### src/design/purs_map.vh
// constants for the power-up reset sequencer
`ifndef PURS_MAP_VH
`define PURS_MAP_VH
// startup divider: 8 MHz oscillator divided by eight
`define PURS_OSC_DIV        4'h8
`define PURS_OSC_HALF       4'h4
// reset stretch in startup clock periods
`define PURS_REL_CYCLES     4'h4
// default system clock divide ratio
`define PURS_SYS_DIV        8'h01
// generic clock channels and the watchdog channel index
`define PURS_GENERIC_CLOCK_GENERATOR_CHANNELS  8
`define PURS_WDT_CHANNEL    0
// reset vector address
`define PURS_RESET_ADDR     32'h00000000
// pin count and analog function code
`define PURS_PIN_COUNT      8
`define PURS_FUNC_B         4'h1
// regulator modes
`define PURS_REG_NORMAL     1'b0
`define PURS_REG_LOWPWR     1'b1
`endif

### src/design/purs_sequencer.v
// power-up reset sequencer: startup clock, reset release and pin defaults
//
// Behaviour
// - All logic except the input and pin synchronisers stays in its initial state until power is stable.
// - Generator zero runs from the 8 MHz oscillator divided by eight.
// - Generator zero clocks the power manager once startup ticks run.
// - A default set of system clocks runs after startup for software.
// - Default system clocks divide by one and see the 1 MHz clock.
// - At reset exit only the watchdog generic clock channel is on.
// - Every general-purpose pin stays tri-stated until software sets it.
// - On release the processor fetches its vectors from address zero.
// - A detected debugger hands the debug data pin to its function.
// - Of the two debug pins only the clock pin always goes through the function multiplexer.
// - Function B on a pin removes its digital input and output control, except on the debug data pin while a debugger is attached.
// - Crystal pin muxing follows the system controller, not the mux.
// - The regulator has a normal mode and a low-power standby mode.
// - The power-on monitor never sleeps and resets all but the synchronisers on low supply.
`timescale 1ns/100ps
`include "purs_map.vh"
module purs_sequencer (
   input  wire        core_clk,
   input  wire        rst_n,
   input  wire        power_stable,
   input  wire        analog_supply_ok,
   input  wire        debugger_detect,
   input  wire        standby_req,
   input  wire        sw_cfg_valid,
   input  wire [7:0]  sw_clk_enable,
   input  wire [7:0]  sw_pin_oe_n,
   input  wire [7:0]  sw_pin_out,
   input  wire [31:0] sw_pin_func,
   input  wire [7:0]  pin_in,
   input  wire        xosc_pin_select,
   input  wire        debug_data_drive,
   input  wire        debug_data_out,
   input  wire        debug_clk_func_sel,
   output reg         startup_clk_en,
   output reg         power_manager_clk_en,
   output reg         system_rst_n,
   output reg  [7:0]  sys_clk_div,
   output reg  [7:0]  sys_clk_run,
   output reg  [7:0]  generic_clock_generator_chan_en,
   output reg  [31:0] boot_fetch_addr,
   output reg         boot_fetch_start,
   output wire [7:0]  pin_out,
   output wire [7:0]  pin_oe_n,
   output wire [7:0]  pin_in_digital,
   output reg         debug_data_active,
   output wire        debug_clk_via_mux,
   output reg         xosc_pins_owned,
   output reg         regulator_mode
);

   // ==========================================================
   // input synchronisers
   // ==========================================================
   // three stages each; a change counts once stages two and three agree
   reg [2:0] pwr_sync_reg;
   reg [2:0] ana_sync_reg;
   reg [2:0] dbg_sync_reg;
   reg       pwr_ok_reg;
   reg       ana_ok_reg;
   reg       dbg_ok_reg;

   always @(posedge core_clk) begin
      if (!rst_n) begin
         pwr_sync_reg <= 3'h0;
         ana_sync_reg <= 3'h0;
         dbg_sync_reg <= 3'h0;
         pwr_ok_reg   <= 1'b0;
         ana_ok_reg   <= 1'b0;
         dbg_ok_reg   <= 1'b0;
      end else begin
         pwr_sync_reg <= {pwr_sync_reg[1:0], power_stable};
         ana_sync_reg <= {ana_sync_reg[1:0], analog_supply_ok};
         dbg_sync_reg <= {dbg_sync_reg[1:0], debugger_detect};
         if (pwr_sync_reg[1] == pwr_sync_reg[2])
            pwr_ok_reg <= pwr_sync_reg[2];
         if (ana_sync_reg[1] == ana_sync_reg[2])
            ana_ok_reg <= ana_sync_reg[2];
         if (dbg_sync_reg[1] == dbg_sync_reg[2])
            dbg_ok_reg <= dbg_sync_reg[2];
      end
   end

   // the monitor never sleeps: a low supply always pulls the chip back
   wire supply_good = pwr_ok_reg & ana_ok_reg;

   // pin levels are asynchronous as well; three stages per pin here,
   // the agreement filter sits in the per-pin logic further down
   // (the first stage feeds only the second, never any decision)
   reg [7:0] pin_s1_reg;
   reg [7:0] pin_s2_reg;
   reg [7:0] pin_s3_reg;

   always @(posedge core_clk) begin
      if (!rst_n) begin
         pin_s1_reg <= 8'h00;
         pin_s2_reg <= 8'h00;
         pin_s3_reg <= 8'h00;
      end else begin
         pin_s1_reg <= pin_in;
         pin_s2_reg <= pin_s1_reg;
         pin_s3_reg <= pin_s2_reg;
      end
   end

   // ==========================================================
   // startup clock divider
   // ==========================================================
   // divide by eight; a one-cycle enable marks each 1 MHz rising edge
   // the count restarts on supply loss, so the first tick after a dip
   // is a full startup period late rather than a runt
   reg [3:0] div_cnt_reg;
   wire      div_wrap = (div_cnt_reg == `PURS_OSC_DIV - 4'h1);

   always @(posedge core_clk) begin
      if (!rst_n || !supply_good) begin
         div_cnt_reg    <= 4'h0;
         startup_clk_en <= 1'b0;
      end else begin
         div_cnt_reg    <= div_wrap ? 4'h0 : div_cnt_reg + 4'h1;
         startup_clk_en <= div_wrap;
      end
   end

   // ==========================================================
   // sequencer state machine
   // ==========================================================
   // hold waits for the first startup tick, clkrun counts further ticks,
   // release is a single cycle that lets go of the system reset, and run
   // stays until power or the reset input is lost; only a reset leaves run
   // so a glitch on a software input can never restart the sequence
   localparam ST_HOLD    = 4'b0001;
   localparam ST_CLKRUN  = 4'b0010;
   localparam ST_RELEASE = 4'b0100;
   localparam ST_RUN     = 4'b1000;

   reg [3:0] state_reg;
   reg [3:0] state_next;
   reg [3:0] rel_cnt_reg;

   always @* begin
      state_next = state_reg;
      case (state_reg)
         ST_HOLD:    if (startup_clk_en) state_next = ST_CLKRUN;
         ST_CLKRUN:  if (startup_clk_en &&
                         rel_cnt_reg == `PURS_REL_CYCLES)
                        state_next = ST_RELEASE;
         ST_RELEASE: state_next = ST_RUN;
         ST_RUN:     state_next = ST_RUN;
         default:    state_next = ST_HOLD;
      endcase
   end

   // release counts startup clock edges so reset leaves on a clean edge
   always @(posedge core_clk) begin
      if (!rst_n || !supply_good) begin
         state_reg   <= ST_HOLD;
         rel_cnt_reg <= 4'h0;
      end else begin
         state_reg <= state_next;
         if (state_reg == ST_CLKRUN && startup_clk_en)
            rel_cnt_reg <= rel_cnt_reg + 4'h1;
      end
   end

   // ==========================================================
   // clock tree and reset outputs
   // ==========================================================
   // only the watchdog channel survives reset exit; software may open
   // more channels later through the load strobe
   wire [7:0] generic_clock_generator_default;
   genvar gc;
   generate
      for (gc = 0; gc < `PURS_GENERIC_CLOCK_GENERATOR_CHANNELS; gc = gc + 1) begin : g_generic_clock_generator
         assign generic_clock_generator_default[gc] = (gc == `PURS_WDT_CHANNEL);
      end
   endgenerate

   always @(posedge core_clk) begin
      if (!rst_n || !supply_good) begin
         power_manager_clk_en <= 1'b0;
         system_rst_n         <= 1'b0;
         sys_clk_div          <= `PURS_SYS_DIV;
         sys_clk_run          <= 8'h00;
         generic_clock_generator_chan_en         <= 8'h00;
         boot_fetch_addr      <= `PURS_RESET_ADDR;
         boot_fetch_start     <= 1'b0;
      end else begin
         // the fetch strobe lasts one cycle; it only rises at release
         boot_fetch_start <= 1'b0;
         // power manager rides generator zero once the clock runs
         if (state_reg != ST_HOLD)
            power_manager_clk_en <= 1'b1;
         // release lands two clocks after the last startup clock tick
         if (state_reg == ST_RELEASE) begin
            system_rst_n     <= 1'b1;
            sys_clk_run      <= 8'hFF;
            sys_clk_div      <= `PURS_SYS_DIV;
            generic_clock_generator_chan_en     <= generic_clock_generator_default;
            boot_fetch_addr  <= `PURS_RESET_ADDR;
            boot_fetch_start <= 1'b1;
         end else if (state_reg == ST_RUN && sw_cfg_valid) begin
            generic_clock_generator_chan_en <= sw_clk_enable;
         end
      end
   end

   // ==========================================================
   // pin control
   // ==========================================================
   // software settings only apply once running; until then pins float
   // (a load offered while still in reset is dropped, not queued)
   reg [7:0] pin_oe_n_reg;
   reg [7:0] pin_out_reg;
   always @(posedge core_clk) begin
      if (!rst_n || !supply_good) begin
         pin_oe_n_reg <= 8'hFF;
         pin_out_reg  <= 8'h00;
      end else if (state_reg == ST_RUN && sw_cfg_valid) begin
         pin_oe_n_reg <= sw_pin_oe_n;
         pin_out_reg  <= sw_pin_out;
      end
   end

   // analog function B cuts digital control per pin; the last pin is the
   // debug data pin, which bypasses the multiplexer while a debugger is attached
   // every pin output leaves from a flip-flop, so a function change shows
   // one clock later but can never glitch the pad; the input side adds
   // the synchroniser latency on top, which software must allow for
   genvar gi;
   generate
      for (gi = 0; gi < `PURS_PIN_COUNT; gi = gi + 1) begin : g_pin
         wire analog_sel = (sw_pin_func[gi*4 +: 4] == `PURS_FUNC_B);
         wire oe_n_next;
         wire out_next;
         wire din_next;
         reg  in_ok_reg;
         reg  oe_n_reg;
         reg  out_reg;
         reg  din_reg;

         if (gi == `PURS_PIN_COUNT - 1) begin : g_dbg
            // the debugger owns the pad outright while it is attached
            assign oe_n_next = debug_data_active ?
                               ~debug_data_drive :
                               (pin_oe_n_reg[gi] | analog_sel);
            assign out_next  = debug_data_active ? debug_data_out :
                               (pin_out_reg[gi] & ~analog_sel);
            assign din_next  = in_ok_reg &
                               (debug_data_active | ~analog_sel);
         end else begin : g_gpio
            assign oe_n_next = pin_oe_n_reg[gi] | analog_sel;
            assign out_next  = pin_out_reg[gi] & ~analog_sel;
            assign din_next  = in_ok_reg & ~analog_sel;
         end

         // a pin level counts once stages two and three agree
         always @(posedge core_clk) begin
            if (!rst_n || !supply_good) begin
               in_ok_reg <= 1'b0;
               oe_n_reg  <= 1'b1;
               out_reg   <= 1'b0;
               din_reg   <= 1'b0;
            end else begin
               if (pin_s2_reg[gi] == pin_s3_reg[gi])
                  in_ok_reg <= pin_s3_reg[gi];
               oe_n_reg <= oe_n_next;
               out_reg  <= out_next;
               din_reg  <= din_next;
            end
         end

         assign pin_oe_n[gi]       = oe_n_reg;
         assign pin_out[gi]        = out_reg;
         assign pin_in_digital[gi] = din_reg;
      end
   endgenerate

   // debug clock is an ordinary mux function; data pin is not
   assign debug_clk_via_mux = debug_clk_func_sel;

   // ==========================================================
   // debugger, crystal pins and regulator mode
   // ==========================================================
   always @(posedge core_clk) begin
      if (!rst_n || !supply_good) begin
         debug_data_active <= 1'b0;
         xosc_pins_owned   <= 1'b0;
         regulator_mode    <= `PURS_REG_NORMAL;
      end else begin
         // presence is already filtered, so a bouncing connector cannot
         // toggle the owner of the data pin from cycle to cycle
         debug_data_active <= dbg_ok_reg;
         xosc_pins_owned   <= xosc_pin_select;
         // low power only while in standby and running
         regulator_mode    <= (state_reg == ST_RUN && standby_req) ?
                              `PURS_REG_LOWPWR : `PURS_REG_NORMAL;
      end
   end

endmodule

### config.mk
export PLATFORM = sky130hd
export DESIGN_NAME = purs_sequencer
export DESIGN_NICKNAME = d
export VERILOG_FILES = /design/src/design/purs_sequencer.v
export VERILOG_INCLUDE_DIRS = /design/src /design/src/design
export SDC_FILE = /design/constraint.sdc
export NUM_CORES = 1
export LEC_CHECK = 0
export ABC_AREA = 1
export BUFFER_PORTS_ARGS = -buffer_cell sky130_fd_sc_hd__buf_2
export CAP_MARGIN = 20
export CORE_MARGIN = 4
export CORE_UTILIZATION = 54
export CTS_BUF_LIST = sky130_fd_sc_hd__clkbuf_2 sky130_fd_sc_hd__clkbuf_4 sky130_fd_sc_hd__clkbuf_8
export DETAILED_ROUTE_END_ITERATION = 7
export MAX_ROUTING_LAYER = met4
export PLACE_DENSITY = 0.86
export SETUP_SLACK_MARGIN = 0.3
export SLEW_MARGIN = 0
export SYNTH_ARGS = -nofsm -noshare
export SYNTH_HDL_FRONTEND = slang
export SYNTH_SLANG_ARGS = --single-unit
### constraint.sdc
create_clock -name core_clk -period 2.8 [get_ports core_clk]
set_input_delay 0.42 -clock core_clk [delete_from_list [all_inputs] [get_ports core_clk]]
set_output_delay 0.42 -clock core_clk [all_outputs]
set_load 0.005 [all_outputs]
### Word level (Yosys, flattened, before mapping)

Cells that the tools add are included.

* bits in registers: 112
* input port bits: 75
* output and inout bits: 88
* word-level logic and storage cells: 142

* add/sub/neg operators: 2
* equal/unequal tests: 28
* multiplexer cells: 9
* bitwise operators: 35
* reduce and logical (&&, ||, !) cells: 12

Operators with widths (count)
* $eq 4x1->1 const B: 9
* $and 1x1->1: 17
* $eq 4x3->1 const B: 3
* $pmux 4 s3: 1
* $eq 1x1->1: 11
* $not 1->1: 9
* $or 1x1->1: 9
* $add 4x1->4 const B: 2
* $mux 4: 2
* $mux 1: 6
* $reduce_or 2->1: 3
* $eq 4x2->1 const B: 1
* $eq 4x4->1 const B: 1
* $logic_and 1x1->1: 4
* $ne 2x2->1 const B: 2
* $ne 4x1->1 const B: 1
* $logic_not 1->1: 2
* $reduce_and 2->1: 1
* $reduce_bool 2->1: 1
* $logic_or 1x1->1: 1

### Longest topological paths before layout

Gate-level depths: netlist of the first run.

* depth after elaboration: 4
* depth in mapped cells: 7
* mapped depth without buffers: 7

### Worst setup path before layout of the first run

Ideal clock, no wire load.

* path kind: input-to-reg
* start point: in rst_n
* end point: reg g_pin[7].oe_n_reg
* setup time: 0.120 ns
* arrival time: 1.065 ns
* required time: 2.680 ns
* setup slack: 1.615 ns
* stages: 5
* buffers on the path: 1
* cell sequence: buf_2 -> nand3_4 -> inv_2 -> o21ai_1 -> or2_1

* word-level cells in the longest chain between the ends: 2

Ends and longest elaborated chain
* from (decl): line purs_sequencer.v:22 `input wire rst_n,`
* $logic_not 1->1: line purs_sequencer.v:261 `if (!rst_n || !supply_good) begin`
* $logic_or 1x1->1: line purs_sequencer.v:261
* to (signal assigned): line purs_sequencer.v:269 `oe_n_reg <= oe_n_next;`
* to (decl): line purs_sequencer.v:240 `reg oe_n_reg;`

Every way passes these cells.
A chain may end at the register's enable or synchronous reset.

### Worst setup path in the final report of the first run

* start point: reg state_reg[3]
* end point: reg generic_clock_generator_chan_en[5]

* word-level cells in the longest chain between the ends: 2
* elaborated cells on any way between the ends: 4
* those cells by class: eq/ne (2); reduce/logical (2)

Ends and longest elaborated chain
* from (decl): line purs_sequencer.v:139 `reg [3:0] state_reg;`
* from (signal assigned): line purs_sequencer.v:162 `state_reg <= state_next;`
* $eq 4x3->1 / $eq 4x4->1 (equally long branches): line purs_sequencer.v:197, purs_sequencer.v:204
* $reduce_or 2->1 (no line) / $logic_and 1x1->1 (equally long branches)
* to (signal assigned): line purs_sequencer.v:201 `generic_clock_generator_chan_en <= generic_clock_generator_default;`
* to (signal assigned): line purs_sequencer.v:205 `generic_clock_generator_chan_en <= sw_clk_enable;`
* to (decl): line purs_sequencer.v:42 `output reg [7:0] generic_clock_generator_chan_en,`

Parallel ways exist; a longest one is shown, timed or not.

==> impl_metrics.env, run 1 <==
export IMPL_holdBufCountCts=0
export IMPL_cts_resized=0
export IMPL_clkLatencyLatePin_ns=0.36
export IMPL_first_pass_iters=5
export IMPL_layout_commonest_cell="buf_2"
export IMPL_reg2reg_depth=6
export IMPL_io_pins=163
export IMPL_cts_clk_slew_worst_paths_ns=0.10
export IMPL_power_density_mw_per_mm2=544.6
export IMPL_path_max_fanout=25
export IMPL_arrival_ns=1.78
export IMPL_cts_tree="yes"
export IMPL_core_area_mm2=0.007727
export IMPL_grt_max_degree=44
export IMPL_fillerInstances=681
export IMPL_end_kind="flop"
export IMPL_viasPerCell=4.519
export IMPL_dp_hpwl_um=5964
export IMPL_yosysTopAreaCellShare=0.5188
export IMPL_final_cell_mix="120 x buf_2, 112 x nand2_1, 111 x dfxtp_1"
export IMPL_post_route_period_util=0.5353
export IMPL_status="finished clean"
export IMPL_cts_root_buf="clkbuf_8"
export IMPL_layout_drive_gt1_share=0.2400
export IMPL_fin_area_mm2=0.004722
export IMPL_track_usage=0.1681
export IMPL_yosysTopAreaCell="dfxtp_1"
export IMPL_avgSynthCellArea_um2=8.365
export IMPL_cts_buffers=9
export IMPL_period_needed_ns=1.499
export IMPL_htreeDepth=3
export IMPL_skew_ns=0.008999
export IMPL_grt_pass1_vias=2983
export IMPL_fin_setup_tns_ns=0
export IMPL_diodes=0
export IMPL_cts_max_path_buffers=2
export IMPL_grt_pass1_wl_um=12830
export IMPL_synth_seq_cells=111
export IMPL_synth_cell_type_count=27
export IMPL_fp_dieH_um=97.06
export IMPL_area_delta_synth_final_pct=10.25
export IMPL_drcViolationCount=0
export IMPL_cp_required_ns=3.08
export IMPL_fmax_mhz=667.2
export IMPL_final_hold_violation_count=0
export IMPL_first_iter_violations=78
export IMPL_gp_congestion=0.8448
export IMPL_portBuffers=120
export IMPL_finalMaxSlewViolations=0
export IMPL_grt_ovfl_total=0
export IMPL_synth_cell_area_mm2=0.004283
export IMPL_hp_class="input port to flop"
export IMPL_antenna_left=0
export IMPL_startpoint_type="flop"
export IMPL_start_util=0.5542
export IMPL_worst_ir_drop_vdd_uv=352.6
export IMPL_vias=3172
export IMPL_netlist_instances=512
export IMPL_wl_um=7893
export IMPL_synth_area_leaders="dfxtp_1 52%, buf_4 13%, nand2_1 9.8%"
export IMPL_hold_depth=3
export IMPL_die_x_um=97.06
export IMPL_setup_viol=0
export IMPL_wl_per_cell_um=11.24
export IMPL_dpl_instance_area_mm2=0.004541
export IMPL_rsz0062_at_grt="false"
export IMPL_p_leak_nw=2.307
export IMPL_antenna_found_initial=0
export IMPL_die_area_mm2=0.009420
export IMPL_ys_warn_count=0
export IMPL_fin_nets=674
export IMPL_setup_worst_path_class="flop to flop"
export IMPL_num_rows=32
export IMPL_seq_area_frac_synth=0.5188
export IMPL_cap_violations=0
export IMPL_cts_setup_buffers=0
export IMPL_cts_sinks=111
synthesized netlist by cell type:
cell,n
nor3_1,8
nor2_1,44
o21ai_0,5
or2_1,1
clkbuf_1,4
nand4_1,5
a21oi_1,32
nand3_1,21
nor2_4,3
nor3b_1,1
dfxtp_1,111
nand3_4,2
inv_2,1
nand3b_1,14
inv_1,53
buf_6,2
o211ai_1,1
xnor2_1,1
conb_1,2
buf_2,7
ha_1,3
clkinv_2,1
nand2_1,112
maj3_1,1
o21ai_1,2
buf_4,74
xor2_1,1
worst max-delay path, stage by stage (launching register included):
cell and delay [ns]:
dfxtp_1 0.34, inv_1 0.08, nor2_4 0.13, nand3_4 0.25, clkinv_2 0.33, nand2_1 0.10, a21oi_1 0.18
report_power, final:
group,switching [mW],total (mW),internal (mW)
logic,0.0513,0.0996,0.0483
clock network,0.516,0.868,0.352
registers,0.00741,1.60,1.60
per-stage QoR:
step                  util  total power [mW]  hold WS, ns  setup WS (ns)  std cells
finish              0.6111             2.572       0.2345          1.301        702
global route        0.6111             2.672       0.2163          1.145        702
CTS                 0.6111             2.597       0.2114          1.290        702
detailed placement  0.5876             1.739       0.4003          1.291        687
global placement    0.5876             1.737       0.3991          1.377        687
floorplan                -             1.723       0.3905          1.615        550
per-layer routing:
layer | GRT usage | vias to the layer above | routed length [um]
met2 | 0.2893 | 134 | 3901
met3 | 0.06246 | 10 | 685
met5 | - | - | 0
met1 | 0.1832 | 1397 | 3224
li1 | - | 1631 | -
met4 | 0.04428 | 0 | 82
worst paths after layout:
check | start | to | slack (ns)
hold reg to reg | pwr_sync_reg[0]$_SDFF_PN0_ | pwr_sync_reg[1]$_SDFF_PN0_ | 0.42
setup / recovery | state_reg[3]$_SDFFE_PP0P_ | generic_clock_generator_chan_en[5]$_SDFFE_PP0P_ | 1.30
hold / removal | debugger_detect | dbg_sync_reg[0]$_SDFF_PN0_ | 0.23
setup reg to reg | state_reg[3]$_SDFFE_PP0P_ | generic_clock_generator_chan_en[5]$_SDFFE_PP0P_ | 1.30
logic make-up (layout without fill, tap and decap cells):
| logic type | Yosys count | count (layout) | share of synthesized area |
|---|---|---|---|
| AND/OR/NAND/NOR | 211 | 211 | 0.2217 |
| buffers and inverters | 142 | 192 | 0.1951 |
| flip-flops | 111 | 111 | 0.5188 |
| AO/OA/AOI/OAI | 40 | 40 | 0.04733 |
| adder cells (fa/ha/maj) | 4 | 4 | 0.01110 |
| other | 2 | 40 | 0.001754 |
| XOR/XNOR | 2 | 2 | 0.004091 |
layout make-up:
| class | count | area, um^2 | share of cell area |
|---|---|---|---|
| flip-flops and latches | 111 | 2222 | 0.4706 |
| multi-input cells | 297 | 1368 | 0.2896 |
| repair buffers | 122 | 615.6 | 0.1304 |
| inverters | 55 | 207.7 | 0.04399 |
| clock buffers | 10 | 137.6 | 0.02915 |
| well taps | 102 | 127.6 | 0.02703 |
| clock inverters | 5 | 43.79 | 0.009274 |
Note: power is estimated with default switching activity, not from simulation.
==> run 2, diff against run 1 <==
ABC_AREA = 0   (was 1)
CORE_UTILIZATION = 50   (was 54)
PLACE_DENSITY = 0.8   (was 0.86)
clock period = 1.6 ns   (was 2.8 ns; I/O delays follow)
==> run 2 against run 1 <==
  * Clock skew up 0.0089 ns
  * Synthesized area decreased by 0.15%
  * Die area rose by 7.2%
  * Register-to-register slack got worse by 1.2 ns
  * Routed wire length grew 17%
  * Flip-flop and latch count unchanged
  * Critical endpoint is now rel_cnt_reg[2]$_SDFFE_PP0P_
  * Highest routed layer unchanged
==> impl_metrics.env, run 2 <==
export IMPL_status="finished clean"
export IMPL_setup_viol=0
export IMPL_fin_nets=626
export IMPL_clkLatencyLatePin_ns=0.38
export IMPL_switchingPower_mw=1.140
export IMPL_dp_hpwl_um=6557
export IMPL_io_pins=163
export IMPL_yosysTopAreaCellShare=0.5196
export IMPL_synth_area_leaders="dfxtp_1 52%, buf_4 13%, and2_1 7.3%"
export IMPL_grt_max_degree=35
export IMPL_post_route_util=0.6036
export IMPL_dpl_instance_area_mm2=0.004639
export IMPL_grt_pass1_vias=3104
export IMPL_first_iter_violations=116
export IMPL_final_hold_violation_count=0
export IMPL_synth_edf_count=0
export IMPL_fillerInstances=744
export IMPL_p_leak_nw=2.076
export IMPL_path_max_fanout=5
export IMPL_die_x_um=100.5
export IMPL_fin_worst_hold_slack_ns=0.06296
export IMPL_antenna_left=0
export IMPL_grt_pass1_wl_um=14060
export IMPL_cts_sinks=111
export IMPL_worstHoldStart="pin_in[7]"
export IMPL_period_needed_ns=1.536
export IMPL_synth_most_common_cell="dfxtp_1"
export IMPL_setup_worst_path_class="flop to flop"
export IMPL_p_sw_frac=0.2451
export IMPL_wl_um=9220
export IMPL_startpoint_type="flop"
export IMPL_relSlewSlack=0.5466
export IMPL_ys_warn_count=0
export IMPL_cts_tree="yes"
export IMPL_cap_violations=0
export IMPL_first_pass_iters=4
export IMPL_dp_cells=636
export IMPL_core_area_mm2=0.008258
export IMPL_hp_class="input port to flop"
export IMPL_ys_flop_type="dfxtp_1"
export IMPL_wl_per_cell_um=14.01
export IMPL_seq_area_frac_synth=0.5196
export IMPL_antenna_found_initial=0
export IMPL_r2r_start="state_reg[2]$_SDFFE_PP0P_"
export IMPL_p_comb_frac=0.038
export IMPL_num_rows=33
export IMPL_fin_setup_tns_ns=0
export IMPL_synth_commonest_cells="111 x dfxtp_1, 73 x buf_4, 50 x and2_1"
export IMPL_area_delta_synth_final_pct=16.56
export IMPL_layout_commonest_cell="buf_2"
export IMPL_fmax_mhz=651.2
export IMPL_cts_root_buf="clkbuf_8"
export IMPL_cp_required_ns=1.91
export IMPL_p_int_mw=3.511
export IMPL_fin_area_mm2=0.004985
export IMPL_pwr_share_clk=0.359
export IMPL_ys_async_sr_fraction=0
export IMPL_cp_startpoint="state_reg[2]$_SDFFE_PP0P_"
export IMPL_start_util=0.5179
export IMPL_yosysTopAreaCell="dfxtp_1"
export IMPL_power_density_mw_per_mm2=933.0
export IMPL_post_route_period_util=0.9598
export IMPL_worst_pin_slew_ns=0.6794
export IMPL_drcViolationCount=0
export IMPL_portBuffers=120
export IMPL_finalMaxSlewViolations=0
export IMPL_synth_cell_type_count=33
export IMPL_cts_clk_slew_worst_paths_ns=0.11
export IMPL_layout_drive_gt1_share=0.3237
export IMPL_vias=3270
export IMPL_worst_ir_drop_vdd_uv=547.3
export IMPL_gp_congestion=0.8051
export IMPL_arrival_ns=1.84
export IMPL_htreeDepth=3
export IMPL_rsz0062_at_grt="true"
export IMPL_fin_cells=658
export IMPL_fp_dieH_um=100.5
export IMPL_share_seq_of_total_power=0.603
export IMPL_cts_max_path_buffers=2
export IMPL_netlist_instances=455
export IMPL_final_cell_mix="120 x buf_2, 106 x dfxtp_1, 50 x and2_1"
export IMPL_synth_seq_cells=111
export IMPL_viasPerCell=4.970
export IMPL_end_kind="flop"
export IMPL_die_area_mm2=0.01010
export IMPL_synth_cell_area_mm2=0.004277
export IMPL_skew_ns=0.01794
export IMPL_cts_buffers=9
export IMPL_grt_ovfl_total=0
export IMPL_avgSynthCellArea_um2=9.399
export IMPL_track_usage=0.1801
export IMPL_diodes=0
## run 2: changes by cell type after synthesis, moves of 8 or more
cell | previous run | this run
inv_1 | 53 | 7
nor3_1 | 8 | 0
nand2_1 | 112 | 17
o21ai_0 | 5 | 39
nand3b_1 | 14 | 3
clkbuf_1 | 4 | 19
nor2_1 | 44 | 16
nor4b_1 | 0 | 9
and2_1 | 0 | 50
nand3_1 | 21 | 36
## run 2: area by class of cell
| type | instances | area (um^2) | area share |
|---|---|---|---|
| clock buffer | 9 | 123.9 | 0.02485 |
| clock inverter | 7 | 83.83 | 0.01682 |
| inverter | 7 | 26.28 | 0.005271 |
| multi-input combinational | 280 | 1615 | 0.3240 |
| sequential | 111 | 2231 | 0.4475 |
| tap | 105 | 131.4 | 0.02636 |
| timing repair buffer | 139 | 773.2 | 0.1551 |
## run 2: layer usage
| layer | up-vias | global-route usage | wire (um) |
|---|---|---|---|
| li1 | 1604 | - | - |
| met1 | 1504 | 0.1986 | 3792 |
| met2 | 143 | 0.3155 | 4417 |
| met3 | 19 | 0.03875 | 764 |
| met4 | 0 | 0.07254 | 245 |
| met5 | - | - | 0 |
## run 2: cell families (layout without fill, tap and decap cells)
family	Yosys count	count (layout)	synth area share
AO/OA/AOI/OAI	78	78	0.09596
XOR/XNOR	2	2	0.004097
adder cells (fa/ha/maj)	3	3	0.008778
buffers and inverters	103	162	0.1568
flip-flops	111	111	0.5196
multiplexers	2	2	0.004681
other	2	40	0.001756
AND/OR/NAND/NOR	154	155	0.2083
## run 2: power groups by stage
stage               combinational [mW]  sequential [mW]  clock (mW)
floorplan                        0.146             2.87           0
global placement                 0.173             2.87           0
detailed placement               0.176             2.87           0
CTS                              0.177             2.81        1.71
global route                     0.201             2.81        1.83
finish                           0.177             2.80        1.67
## run 2: worst max-delay path, cell delays in order, from the launching register on
cell	delay, ns
dfxtp_2	0.36
or4b_4	0.56
or4_4	0.44
a21oi_2	0.12
## run 2: final timing paths
check                           cells past startpoint  slack [ns]                           to
worst max-delay path                                3        0.06  rel_cnt_reg[2]$_SDFFE_PP0P_
worst min-delay path                                2        0.06     pin_s1_reg[7]$_SDFF_PN0_
worst max register to register                      3        0.06  rel_cnt_reg[2]$_SDFFE_PP0P_
worst min register to register                      1        0.42     pin_s2_reg[1]$_SDFF_PN0_
## run 2: what timing repair did
action,4_1_cts,5_1_grt
endpoints found under the hold margin,0,0
gates cloned,0,2
setup endpoints to repair,29,44
hold buffers,0,0
buffers inserted,2,2
gates resized for setup,5,20
pin swaps,1,4
## run 2: stage by stage
stage	total power, mW	setup WS (ns)
2_1_floorplan	3.012	0.06159
3_3_place_gp	3.042	0.1217
3_5_place_dp	3.046	0.07086
4_1_cts	4.693	0.07388
5_1_grt	4.840	0.02332
6_report	4.651	0.06432
==> run 3, diff against run 2 <==
CORE_UTILIZATION = 45   (was 50)
PLACE_DENSITY = 0.73   (was 0.8)
RECOVER_POWER = 100   (was default)
==> run 3 against run 2 <==
  * Global-route usage is 0.24 points lower
  * Fmax down 1.2%
  * First-iteration DRC count decreased by 3.4%
  * Utilization down 3.3 points
  * Combinational power grew 6%
  * Largest cell class unchanged
  * Highest routed layer unchanged
==> impl_metrics.env, run 3 (same netlist as run 2, synthesis figures left out) <==
export IMPL_status="finished clean"
export IMPL_cts_clk_slew_worst_paths_ns=0.10
export IMPL_arrival_ns=1.85
export IMPL_cts_root_buf="clkbuf_8"
export IMPL_path_depth=3
export IMPL_htreeDepth=3
export IMPL_grt_pass1_vias=3168
export IMPL_dpl_instance_area_mm2=0.004667
export IMPL_grt_max_degree=37
export IMPL_area_delta_synth_final_pct=23.20
export IMPL_path_max_fanout=4
export IMPL_crit_family="simple AND/OR/NAND/NOR gates"
export IMPL_track_usage=0.1777
export IMPL_p_comb_frac=0.040
export IMPL_num_rows=35
export IMPL_vias=3327
export IMPL_fin_setup_tns_ns=0
export IMPL_fin_nets=636
export IMPL_setup_worst_path_class="flop to flop"
export IMPL_cap_violations=0
export IMPL_cts_sinks=111
export IMPL_worst_ir_drop_vdd_uv=566.6
export IMPL_startpoint_type="flop"
export IMPL_grt_pass1_wl_um=15320
export IMPL_final_cell_mix="109 x dfxtp_1, 100 x buf_2, 40 x conb_1"
export IMPL_cp_required_ns=1.89
export IMPL_pwr_share_clk=0.362
export IMPL_die_area_mm2=0.01113
export IMPL_dp_hpwl_um=6661
export IMPL_switchingPower_mw=1.066
export IMPL_path_cells="or4b_4, or4_4, a21oi_2"
export IMPL_post_route_util=0.5702
export IMPL_wl_per_cell_um=14.71
export IMPL_antenna_found_initial=0
export IMPL_cts_max_path_buffers=2
export IMPL_post_route_period_util=0.9715
export IMPL_fin_area_mm2=0.005269
export IMPL_drcViolationCount=0
export IMPL_die_x_um=105.5
export IMPL_holdBufCountCts=0
export IMPL_fp_dieH_um=105.5
export IMPL_end_kind="flop"
export IMPL_period_needed_ns=1.554
export IMPL_hold_depth=2
export IMPL_p_sw_frac=0.2276
export IMPL_finalMaxSlewViolations=0
export IMPL_portBuffers=120
export IMPL_layout_commonest_cell="dfxtp_1"
export IMPL_diodes=0
export IMPL_cts_buffers=9
export IMPL_power_density_mw_per_mm2=888.9
export IMPL_gp_congestion=0.7885
export IMPL_share_seq_of_total_power=0.598
export IMPL_grt_ovfl_total=0
export IMPL_final_hold_violation_count=0
export IMPL_core_area_mm2=0.009240
export IMPL_p_int_mw=3.618
export IMPL_fin_cells=692
export IMPL_p_leak_nw=2.047
export IMPL_hp_class="input port to flop"
export IMPL_crit_buf_inv=0
export IMPL_layout_drive_gt1_share=0.3375
export IMPL_reg2reg_depth=3
export IMPL_cp_slowest_cell="or4b_4"
export IMPL_viasPerCell=4.808
export IMPL_wl_um=10180
export IMPL_skew_ns=0.009206
export IMPL_fin_worst_hold_slack_ns=0.07222
export IMPL_first_iter_violations=112
export IMPL_fmax_mhz=643.3
export IMPL_cts_tree="yes"
export IMPL_setup_viol=0
export IMPL_slowest_delay_ns=0.57
export IMPL_start_util=0.4628
export IMPL_relSlewSlack=0.2788
export IMPL_worst_pin_slew_ns=1.082
export IMPL_rsz0062_at_grt="true"
export IMPL_antenna_left=0
export IMPL_first_pass_iters=4
export IMPL_io_pins=163
export IMPL_dp_cells=659
export IMPL_clkLatencyLatePin_ns=0.36
run 3: cell type report:
type	instances	area, um^2
fillers	846	3971
multi-input cells	282	1782
repair buffers	147	867.1
clock inverters	7	78.83
clock buffers	9	123.9
well taps	129	161.4
inverters	7	26.28
flip-flops and latches	111	2230
run 3: repair_timing:
action / CTS / global route
pin swaps: 13 / 30
endpoints found under the setup margin: 28 / 42
hold endpoints to repair: 0 / 0
setup buffers: 11 / 1
resized for setup: 35 / 54
cloned: 5 / 0
run 3: worst paths after layout:
| kind | slack [ns] | to | start |
|---|---|---|---|
| min reg2reg | 0.44 | pin_s2_reg[3]$_SDFF_PN0_ | pin_s1_reg[3]$_SDFF_PN0_ |
| max | 0.05 | rel_cnt_reg[2]$_SDFFE_PP0P_ | state_reg[2]$_SDFFE_PP0P_ |
| max reg2reg | 0.05 | rel_cnt_reg[2]$_SDFFE_PP0P_ | state_reg[2]$_SDFFE_PP0P_ |
| min | 0.07 | xosc_pins_owned$_SDFF_PP0_ | xosc_pin_select |
run 3: per-layer routing:
metal,GRT usage,vias to the layer above,routed length [um]
met2,0.2937,131,4994
met1,0.2043,1550,4300
met5,-,-,0
met4,0.08247,0,229
met3,0.04164,19,654
li1,-,1627,-
run 3: power by group through the flow:
stage	clock network (mW)	logic (mW)	registers (mW)
6_report	1.69	0.188	2.80
5_1_grt	1.85	0.210	2.81
4_1_cts	1.74	0.179	2.80
3_5_place_dp	0	0.177	2.87
3_3_place_gp	0	0.174	2.87
2_1_floorplan	0	0.146	2.87
run 3: per-stage QoR:
stage / total power, mW / setup WS (ns)
6_report: 4.683 / 0.04553
5_1_grt: 4.872 / 0.02788
4_1_cts: 4.715 / 0.07359
3_5_place_dp: 3.046 / -0.008488
3_3_place_gp: 3.043 / 0.06767
2_1_floorplan: 3.012 / 0.06159
run 3: worst reg2reg max path, stage by stage (launching register included):
cell and delay, ns:
dfxtp_1 0.35, or4b_4 0.57, or4_4 0.43, a21oi_2 0.13
